File: src/common/scc_pkg.sv
// Purpose: constants for the serial configuration slave
// Assumes: byte-level serial protocol, msb first
// Notes: only configuration bytes 0 and 1 are implemented
package scc_pkg;
  localparam logic [7:0] SCC_DEV_ADDR = 8'hD2;
  localparam logic [2:0] SCC_CMD_BYTE_OP = 3'h4;
  localparam logic [4:0] SCC_OFS_FREQ = 5'h00;
  localparam logic [4:0] SCC_OFS_CPU = 5'h01;
  // byte 0 fields
  localparam int SCC_B0_FS2 = 6;
  localparam int SCC_B0_FS1 = 5;
  localparam int SCC_B0_FS0 = 4;
  localparam int SCC_B0_OVR = 3;
  localparam int SCC_B0_FS3 = 1;
  localparam int SCC_B0_MODE = 0;
  // byte 1 fields
  localparam int SCC_B1_CENTER = 7;
  localparam int SCC_B1_SPREAD = 6;
  localparam int SCC_B1_BW_HI = 5;
  localparam int SCC_B1_BW_LO = 4;
  localparam int SCC_B1_CS_EN = 3;
  localparam int SCC_B1_CPU_EN = 2;
  localparam int SCC_B1_PD_HIZ = 1;
  localparam int SCC_B1_MULT = 0;
  // byte 1 writable bits and reset value (bit 0 is strap)
  localparam logic [7:0] SCC_B1_WMASK = 8'hFE;
  localparam logic [7:0] SCC_B1_RESET = 8'h7C;
  localparam logic [3:0] SCC_BITS_PER_BYTE = 4'h8;
endpackage

File: src/hdl/scc_slave.sv
// Purpose: serial byte read/write slave holding clock configuration
// Assumes: scl and sda sampled on clk, far faster than the serial link
// Notes: block transfers and bytes beyond 1 are not served
//
// What this block does
// - byte write: address, command, data, each acknowledged, then stop
// - byte read: command written, repeated start, read address, one byte
// - host leaves read byte unacknowledged, ending the read, then stops
// - command 100xxxxx selects byte access, low five bits give offset
// - slave pulls ack low after address, command and write data
// - byte 0 bits 6,5,4,1 form frequency code, loaded from straps
// - with override bit 3 already set by an earlier write, frequency bits are writable and used
// - override clear by default, frequency bits then read straps
// - byte 0 bit 0 reports latched cpu interface mode strap
// - byte 1 bit 7 spread profile, down or center, resets 0
// - byte 1 bit 6 spread enable, resets 1
// - byte 1 bits 5:4 spread bandwidth, reset to ones
// - byte 1 bit 3 chipset cpu pair enable, resets 1
// - byte 1 bit 2 main cpu pair enable, resets 1
// - byte 1 bit 1 power-down stop state, differential mode only
// - byte 1 bit 0 reports latched current multiplier strap
// - only address byte D2 or its read twin is answered
// - bytes travel most significant bit first
`timescale 1ns/1ns
module scc_slave
  import scc_pkg::*;
(
  // clock and reset
  input wire logic clk,
  input wire logic arst_n,
  // serial link
  input wire logic scl_i,
  input wire logic sda_i,
  output logic sda_o,
  output logic sda_oe,
  // straps
  input wire logic [3:0] freq_strap,
  input wire logic cpu_iface_mode_strap,
  input wire logic current_multiplier_strap,
  // configuration outputs
  output logic [3:0] freq_code,
  output logic spread_center,
  output logic spread_enable,
  output logic [1:0] spread_bw_sel,
  output logic chipset_cpu_clk_pair_en,
  output logic main_cpu_clk_pair_en,
  output logic pd_stop_hiz
);
  typedef enum logic [5:0] {
    ST_IDLE = 6'h01,
    ST_ADDR = 6'h02,
    ST_CMD = 6'h04,
    ST_WDATA = 6'h08,
    ST_RDATA = 6'h10,
    ST_MACK = 6'h20
  } scc_st_t;

  typedef struct packed {
    logic [1:0] scl_s;
    logic [1:0] sda_s;
    logic scl_d;
    logic sda_d;
    scc_st_t st;
    logic [3:0] bitcnt;
    logic [7:0] shreg;
    logic ack;
    logic rd;
    logic byte_op;
    logic [4:0] ofs;
    logic drive_low;
    logic strap_done;
    logic [3:0] strap_fs;
    logic mode_strap;
    logic mult_strap;
    logic ovr;
    logic [3:0] sw_fs;
    logic [7:0] b1;
  } scc_state_t;

  scc_state_t s_r;
  scc_state_t s_nxt;
  logic scl_rise;
  logic scl_fall;
  logic start_c;
  logic stop_c;
  logic [7:0] rd_now;

  function automatic logic [7:0] rd_byte(input scc_state_t s);
    logic [3:0] fs;
    rd_byte = 8'h00;
    fs = s.ovr ? s.sw_fs : s.strap_fs;
    if (s.byte_op && s.ofs == SCC_OFS_FREQ)
    begin
      rd_byte[SCC_B0_FS2] = fs[2];
      rd_byte[SCC_B0_FS1] = fs[1];
      rd_byte[SCC_B0_FS0] = fs[0];
      rd_byte[SCC_B0_FS3] = fs[3];
      rd_byte[SCC_B0_OVR] = s.ovr;
      rd_byte[SCC_B0_MODE] = s.mode_strap;
    end
    else if (s.byte_op && s.ofs == SCC_OFS_CPU)
    begin
      rd_byte = s.b1 & SCC_B1_WMASK;
      rd_byte[SCC_B1_MULT] = s.mult_strap;
    end
  endfunction

  always_comb
  begin
    s_nxt = s_r;
    s_nxt.scl_s = {s_r.scl_s[0], scl_i};
    s_nxt.sda_s = {s_r.sda_s[0], sda_i};
    s_nxt.scl_d = s_r.scl_s[1];
    s_nxt.sda_d = s_r.sda_s[1];
    scl_rise = s_r.scl_s[1] && !s_r.scl_d;
    scl_fall = !s_r.scl_s[1] && s_r.scl_d;
    start_c = s_r.scl_s[1] && s_r.scl_d && s_r.sda_d && !s_r.sda_s[1];
    stop_c = s_r.scl_s[1] && s_r.scl_d && !s_r.sda_d && s_r.sda_s[1];
    rd_now = rd_byte(s_r);
    if (!s_r.strap_done)
    begin
      s_nxt.strap_done = 1'b1;
      s_nxt.strap_fs = freq_strap;
      s_nxt.sw_fs = freq_strap;
      s_nxt.mode_strap = cpu_iface_mode_strap;
      s_nxt.mult_strap = current_multiplier_strap;
    end
    if (start_c)
    begin
      s_nxt.st = ST_ADDR;
      s_nxt.bitcnt = 4'h0;
      s_nxt.ack = 1'b0;
      s_nxt.drive_low = 1'b0;
    end
    else if (stop_c)
    begin
      s_nxt.st = ST_IDLE;
      s_nxt.drive_low = 1'b0;
    end
    else if (s_r.st != ST_IDLE)
    begin
      if (scl_rise && !s_r.ack)
      begin
        if (s_r.st == ST_MACK)
        begin
          // host nack ends the read, ack sends the byte again
          if (s_r.sda_s[1])
            s_nxt.st = ST_IDLE;
          else
          begin
            s_nxt.st = ST_RDATA;
            s_nxt.shreg = rd_now;
            s_nxt.bitcnt = 4'h0;
          end
        end
        else if (s_r.st != ST_RDATA)
        begin
          s_nxt.shreg = {s_r.shreg[6:0], s_r.sda_s[1]};
          s_nxt.bitcnt = s_r.bitcnt + 4'h1;
        end
      end
      if (scl_fall)
      begin
        if (s_r.ack)
        begin
          s_nxt.ack = 1'b0;
          s_nxt.bitcnt = 4'h0;
          s_nxt.drive_low = 1'b0;
          if (s_r.st == ST_RDATA)
          begin
            s_nxt.drive_low = !rd_now[7];
            s_nxt.shreg = {rd_now[6:0], 1'b0};
            s_nxt.bitcnt = 4'h1;
          end
        end
        else if (s_r.st == ST_RDATA)
        begin
          if (s_r.bitcnt == SCC_BITS_PER_BYTE)
          begin
            s_nxt.st = ST_MACK;
            s_nxt.drive_low = 1'b0;
          end
          else
          begin
            s_nxt.drive_low = !s_r.shreg[7];
            s_nxt.shreg = {s_r.shreg[6:0], 1'b0};
            s_nxt.bitcnt = s_r.bitcnt + 4'h1;
          end
        end
        else if (s_r.bitcnt == SCC_BITS_PER_BYTE && s_r.st != ST_MACK)
        begin
          s_nxt.ack = 1'b1;
          s_nxt.drive_low = 1'b1;
          case (s_r.st)
            ST_ADDR:
            begin
              if (s_r.shreg[7:1] != SCC_DEV_ADDR[7:1])
              begin
                s_nxt.st = ST_IDLE;
                s_nxt.ack = 1'b0;
                s_nxt.drive_low = 1'b0;
              end
              else if (s_r.shreg[0])
              begin
                s_nxt.st = ST_RDATA;
                s_nxt.rd = 1'b1;
              end
              else
              begin
                s_nxt.st = ST_CMD;
                s_nxt.rd = 1'b0;
              end
            end
            ST_CMD:
            begin
              s_nxt.byte_op = s_r.shreg[7:5] == SCC_CMD_BYTE_OP;
              s_nxt.ofs = s_r.shreg[4:0];
              s_nxt.st = ST_WDATA;
            end
            ST_WDATA:
            begin
              // extra bytes are acknowledged and dropped
              if (s_r.byte_op && s_r.ofs == SCC_OFS_FREQ)
              begin
                s_nxt.ovr = s_r.shreg[SCC_B0_OVR];
                if (s_r.ovr)
                  s_nxt.sw_fs = {s_r.shreg[SCC_B0_FS3],
                    s_r.shreg[SCC_B0_FS2], s_r.shreg[SCC_B0_FS1],
                    s_r.shreg[SCC_B0_FS0]};
              end
              else if (s_r.byte_op && s_r.ofs == SCC_OFS_CPU)
                s_nxt.b1 = s_r.shreg & SCC_B1_WMASK;
              s_nxt.byte_op = 1'b0;
            end
            default:
            begin
              s_nxt.st = ST_IDLE;
              s_nxt.ack = 1'b0;
              s_nxt.drive_low = 1'b0;
            end
          endcase
        end
      end
    end
  end

  always_ff @(posedge clk or negedge arst_n)
  begin
    if (!arst_n)
    begin
      s_r <= '0;
      s_r.scl_s <= 2'h3;
      s_r.sda_s <= 2'h3;
      s_r.scl_d <= 1'b1;
      s_r.sda_d <= 1'b1;
      s_r.st <= ST_IDLE;
      s_r.b1 <= SCC_B1_RESET;
    end
    else
      s_r <= s_nxt;
  end

  assign sda_o = 1'b0;
  assign sda_oe = s_r.drive_low;
  assign freq_code = s_r.ovr ? s_r.sw_fs : s_r.strap_fs;
  assign spread_center = s_r.b1[SCC_B1_CENTER];
  assign spread_enable = s_r.b1[SCC_B1_SPREAD];
  assign spread_bw_sel = s_r.b1[SCC_B1_BW_HI:SCC_B1_BW_LO];
  assign chipset_cpu_clk_pair_en = s_r.b1[SCC_B1_CS_EN];
  assign main_cpu_clk_pair_en = s_r.b1[SCC_B1_CPU_EN];
  assign pd_stop_hiz = s_r.b1[SCC_B1_PD_HIZ] && !s_r.mode_strap;
endmodule

File: config.mk
export PLATFORM = sky130hd
export DESIGN_NAME = scc_slave
export DESIGN_NICKNAME = d
export VERILOG_FILES = /design/src/common/scc_pkg.sv /design/src/hdl/scc_slave.sv
export SDC_FILE = /design/constraint.sdc
export NUM_CORES = 1
export LEC_CHECK = 0
export BUFFER_PORTS_ARGS = -buffer_cell sky130_fd_sc_hd__buf_2
export CORE_ASPECT_RATIO = 1.75
export CORE_MARGIN = 2
export CORE_UTILIZATION = 35
export CTS_CLUSTER_DIAMETER = 100
export DETAILED_ROUTE_END_ITERATION = 12
export SETUP_SLACK_MARGIN = 0.2
export SYNTH_ARGS = -nofsm -noshare
export SYNTH_HDL_FRONTEND = slang
export SYNTH_SLANG_ARGS = --single-unit
export TNS_END_PERCENT = 1
File: constraint.sdc
create_clock -name clk -period 2.4 [get_ports clk]
set_clock_uncertainty 0.15 [all_clocks]
set_input_delay 0.48 -clock clk [delete_from_list [all_inputs] [get_ports clk]]
set_output_delay 0.48 -clock clk [all_outputs]
set_load 0.005 [all_outputs]
# ---- Yosys cells after proc, flatten, opt, wreduce, memory -nomap -nowiden
# Cells that the tools add are included.
# Widths: inputs -> output; s select.
dict set report word_totals {
  register_bits 52
  inputBits 10
  out_inout_bits 13
  elab_cells 143
}
dict set report classes {
  addsub 1
  eq_ne 18
  muxes 64
  n_bitwise 5
  reduce_logical 36
}
# cell n
set ops {}
lappend ops {{$mux 12} 13}
lappend ops {{$mux 9} 8}
lappend ops {{$mux 27} 2}
lappend ops {{$mux 6} 7}
lappend ops {{$mux 8} 4}
lappend ops {{$ne 7x5->1 const B} 3}
lappend ops {{$mux 20} 1}
lappend ops {{$mux 4} 5}
lappend ops {{$mux 18} 1}
lappend ops {{$pmux 6 s3} 1}
lappend ops {{$reduce_and 9->1} 2}
lappend ops {{$reduce_and 8->1} 2}
lappend ops {{$mux 5} 3}
lappend ops {{$ne 7x7->1 const B} 2}
lappend ops {{$mux 1} 13}
lappend ops {{$mux 13} 1}
lappend ops {{$logic_and 1x1->1} 12}
lappend ops {{$mux 10} 1}
lappend ops {{$reduce_and 10->1} 1}
lappend ops {{$reduce_and 3->1} 3}
lappend ops {{$logic_not 1->1} 8}
lappend ops {{$ne 8x5->1 const B} 1}
lappend ops {{$mux 7} 1}
lappend ops {{$eq 6x2->1 const B} 1}
lappend ops {{other kinds (21)} 28}

# ---- Longest topological paths before layout
dict set report depth {
  ltp_word 16
  mapped_depth 8
  mapped_depth_nobuf 7
}

# ---- Worst setup path before layout
# Ideal clock, no wire load.
dict set report synth_path {
  kind {register to register}
  startpoint {register s_r[48] in the netlist's numbering}
  endpoint {register s_r[21] in the netlist's numbering}
  setup_time_ns 0.125
  arrival_ns 2.141
  required_time_ns 2.125
  path_slack_ns -0.015
  stages_incl_launch_ff 7
  n_path_buf 1
  synth_period_minus_slack_ns 2.415
  path_cell_list {dfstp_2 > buf_2 > or3b_1 > nor2_2 > nand3_2 > nor4b_4 > mux2_2}
}
dict set report synth_via {
  elab_chain_cells 5
  elab_cells_between_ends 11
  cone_classes {eq/ne (2); bitwise (2); reduce/logical (7)}
}
# element line_no
set synth_lines {}
lappend synth_lines {{from (decl)} scc_slave.sv:80} ;# scc_state_t s_r;
lappend synth_lines {{from (signal assigned)} scc_slave.sv:260} ;# s_r <= s_nxt;
lappend synth_lines {{$logic_and 1x1->1} {scc_slave.sv:117, scc_slave.sv:118}}
lappend synth_lines {{$logic_and 1x1->1, on equally long branches (2 in a row)} {scc_slave.sv:117, scc_slave.sv:118}}
lappend synth_lines {{$ne 7x5->1 (no source line) or $not 1->1 (tied branches)} n/a}
lappend synth_lines {{$reduce_and 8->1 (no source line) (*)} n/a}
# Every way passes the cells marked *; elsewhere a longest branch is shown, timed or not.
# A chain may end at the register's enable or synchronous reset.

# ---- Final worst setup path
dict set report layout_path {
  startpoint {register s_r[43] in the netlist's numbering}
  endpoint {register s_r[35] in the netlist's numbering}
}
dict set report layout_via {
  elab_chain_cells 8
  elab_cells_between_ends 13
  cone_classes {eq/ne (4); mux (8); reduce/logical (1)}
}
# element line_no
set layout_lines {}
lappend layout_lines {{$ne 6x5->1} scc_slave.sv:156} ;# else if (s_r.st != ST_RDATA)
lappend layout_lines {{$mux 12} scc_slave.sv:156}
lappend layout_lines {{$mux 12} scc_slave.sv:144} ;# if (s_r.st == ST_MACK)
lappend layout_lines {{$mux 18} scc_slave.sv:142} ;# if (scl_rise && !s_r.ack)
lappend layout_lines {{$mux 12} scc_slave.sv:178} ;# if (s_r.bitcnt == SCC_BITS_PER_BYTE)
lappend layout_lines {{$mux 12} scc_slave.sv:176} ;# else if (s_r.st == ST_RDATA)
lappend layout_lines {{$mux 13} scc_slave.sv:164} ;# if (s_r.ack)
lappend layout_lines {{$mux 27} scc_slave.sv:162} ;# if (scl_fall)
# Several ways; a longest one is shown, not always the timed one. The select of a mux whose other input is x is not followed.

==> summary by stage <==
GRT
The number of antenna violations at the first check in global routing is 0. The combined global-route utilization of all metal layers is 20.2%. The maximum number of pins on one net before global-route repair is 31. The final global-route overflow total is 0.

The via count of the first global-routing pass is 2835. The first-pass GRT wire length is 14500 µm.

Synth
Among all flip-flop cells after synthesis, the most frequent one is dfrtp_1. Summed over its instances, the top area cell type makes up 31.0% of the synthesized netlist area. The Yosys warning count is 0.

In this run the cell area of the synthesized design comes to 0.00315 mm². The cell taking the most area after synthesis is dfrtp_1. Sorting the synthesized cells by how often they occur yields dfrtp_1 (39), mux2_2 (30), nand2_1 (25).

A synthesized cell averages 10.3 µm². In this run, synthesis produced a sequential element count of 51. The count of different cell masters after synthesis is 74.

After technology mapping, the gate count stands at 307. By instance count, the leading cell after synthesis is dfrtp_1. The number of enable flip-flop cells after synthesis is 0. After synthesis, the cell types taking the most area are dfrtp_1 (31%), mux2_2 (11%), dfstp_2 (10%).

The share of synthesized flip-flops with an asynchronous set or reset is 100%. Counting every net in the synthesized netlist gives 319. Sequential elements use 41.0% of the synthesized area.

Cells and area
From synthesis to final layout, the design area changed by 25.2%. The share of post-route cells with drive strength above 1 is 42.6%. The number of antenna diodes in the final layout is 0. The final net count is 377.

Measured on the finished design, the core utilization comes to 45.1%.

Critical path
The critical path's largest stage delay is 610 ps. Across all register-to-register paths, the minimum setup slack is 110 ps. Traced cell by cell, the critical path runs through or4_4 -> o21a_2 -> a221o_1 -> a32o_1. In this run the critical register-to-register path is launched from s_r[43].

At the worst endpoint, the required time is 2430 ps. The cell family contributing the most delay on the critical path is compound AO/OA/AOI/OAI gates. The worst register-to-register path ends at s_r[35]. The number of buffers and inverters on the critical path is 0. The type of the worst setup path is reg2reg. At the worst endpoint, the arrival time is 2320 ps. STA classifies the critical path endpoint as a register. The critical path startpoint category is a register. The biggest fanout along the worst timing path is 7.

The cell at the slowest stage of the critical path is or4_4. The number of cells on the worst reg-to-reg path is 4.

Pwr
The maximum vdd drop is 0.520 mV. The static leakage is 1.67 nW. The power density over the cells is 585 mW/mm². The overall power is 2.30 mW.

Floorplan
The die is 129 µm tall. The starting density of the core is 36.1%. 23 I/O pins were placed.

The floorplan step defined a die boundary enclosing 0.00979 mm². Row generation in the floorplan step produced 45 rows. The chip width is 75.7 µm. The core area is 0.00873 mm².

Timing
The final critical-path required period is 2290 ps. The number of pins exceeding their max-slew limit in the final report is 0. Across all hold checks on the routed design, the worst slack comes to 21.4 ps. The period utilization is 95.4%. The number of hold-slack violations in the final timing report is 0. For the pin with the worst max-slew slack, the measured transition is 645 ps. Derived from the worst setup path, the maximum achievable clock frequency is 437 MHz.

Setup repair after global routing could not meet its margin everywhere. Setup violations remaining at the end of the flow were counted as 0. In this run the tightest slew margin relative to its limit is 57.0%.

Clocking
The clock tree from TritonCTS is built. The clock latency at the later pin of the worst-skew pair is 290 ps. For this design, the sink count on the clock tree is 51. The clock root buffer is clkbuf_16. The clock-pin slew on the worst setup and hold paths is 70 ps. The H-tree was split into 2 levels.

The longest clock path from root to sink contains 2 buffers. In this run, CTS created clock tree buffers numbering 5.

Hold path
The type of the tightest min-delay check is in2async.

Placement
The number of port buffers is 21. The routability-driven placement congestion ratio is 0.949. The HPWL after detailed placement is 7100 µm.

Routing
In the routed design, unresolved DRC markers number 0. The routed layout has 2774 vias. The detail route stage leaves a number of antenna-violating nets equal to 0. The wire length per cell is 19.3 µm.

The routed wire length is 9330 µm. The first-pass detailed-route iteration total is 4. In the routed layout, each cell is associated on average with a via count of 5.74. The violation count after the first detailed-route iteration is 174.

Run status
The flow ran to the end, and the final reports show no timing, DRC or antenna violations.

Run
The total of max-cap violations is 0.
==> sequential cells by signal, indices dropped and copies added, names as in the netlist <==
register                 cells
main_cpu_clk_pair_en         1
s_nxt                        4
chipset_cpu_clk_pair_en      1
spread_enable                1
spread_center                1
s_r                         40
sda_oe                       1
spread_bw_sel                2
==> worst max-delay path by stage <==
stage	start	endpoint	slack [ps]	cells after the start
6_report	s_r[43]	s_r[35]	110	4
5_1_grt	s_r[46]	s_r[9]	80	5
4_1_cts	s_r[42]	s_r[9]	130	5
3_5_place_dp	s_r[42]	s_r[1]	-10	5
3_3_place_gp	s_r[42]	s_r[1]	10	5
2_1_floorplan	s_r[48]	s_r[21]	80	6
==> placed cells by master (no fill, tap or decap), types with 3 or more instances in the layout <==
master      n
a221oi_1    4
mux2_4      3
nand4b_1    3
nand2b_1    3
buf_6       4
o21ai_0    12
buf_2      21
nor4_1      3
o31ai_1     4
buf_4      46
a31oi_1     4
a32o_1      3
nand3_1    10
mux2_2     27
nand2_1    25
nor3_1      5
mux2i_1     8
dfstp_2    12
o22ai_1     4
clkbuf_16   5
xor2_1      3
dfrtp_1    37
nor2_1     21
and3b_1     3
nor2b_1     5
a21oi_1     8
==> repair_timing <==
item,4_1_cts,5_1_grt
buffers inserted,13,7
setup endpoints to repair,26,30
gates cloned,0,0
hold buffers,0,0
resized for setup,11,16
pin swaps,8,9
==> stage by stage <==
step | worst slack [ps] | cells | setup TNS [ps] | cell area, µm²
floorplan | 80.8 | 307 | 0 | 3170
global placement | 13.6 | 455 | 0 | 3550
detailed placement | -12.7 | 455 | -23.6 | 3550
CTS | 130 | 476 | 0 | 3830
global route | 81.3 | 483 | 0 | 3940
finish | 110 | 483 | 0 | 3940
==> layout make-up <==
type                            instances  area, µm²
Inverter                                4       15.0
Sequential cell                        51       1290
Timing Repair Buffer                   72        515
Clock buffer                            7        143
Tap cell                              117        146
Fill cell                             843       4790
Multi-Input combinational cell        231       1820
Clock inverter                          1       5.00
==> per-layer routing <==
metal | GRT usage, % | wire length, µm | up-vias
met5 | 0 | 0 | -
met1 | 19.6 | 3170 | 1353
met3 | 2.49 | 290 | 49
li1 | - | - | 1275
met4 | 16.7 | 811 | 0
met2 | 36.0 | 5060 | 97
==> kinds of logic (layout without fill, tap and decap cells) <==
logic type / Yosys count / in the layout / synth area share [%]
fa+ha+maj: 2 / 2 / 0.795
compound gates: 73 / 73 / 17.1
mux: 38 / 38 / 13.3
flops: 51 / 51 / 41.0
simple gates: 112 / 112 / 22.2
buf+inv: 25 / 84 / 4.25
other cells: 2 / 2 / 0.239
xor+xnor: 4 / 4 / 1.11
==> power breakdown <==
part | switching [mW] | internal, mW
Combinational | 0.288 | 0.247
Sequential | 0.0964 | 0.950
Clock | 0.308 | 0.414
Total | 0.693 | 1.61
(Power assumes the default switching activity.)
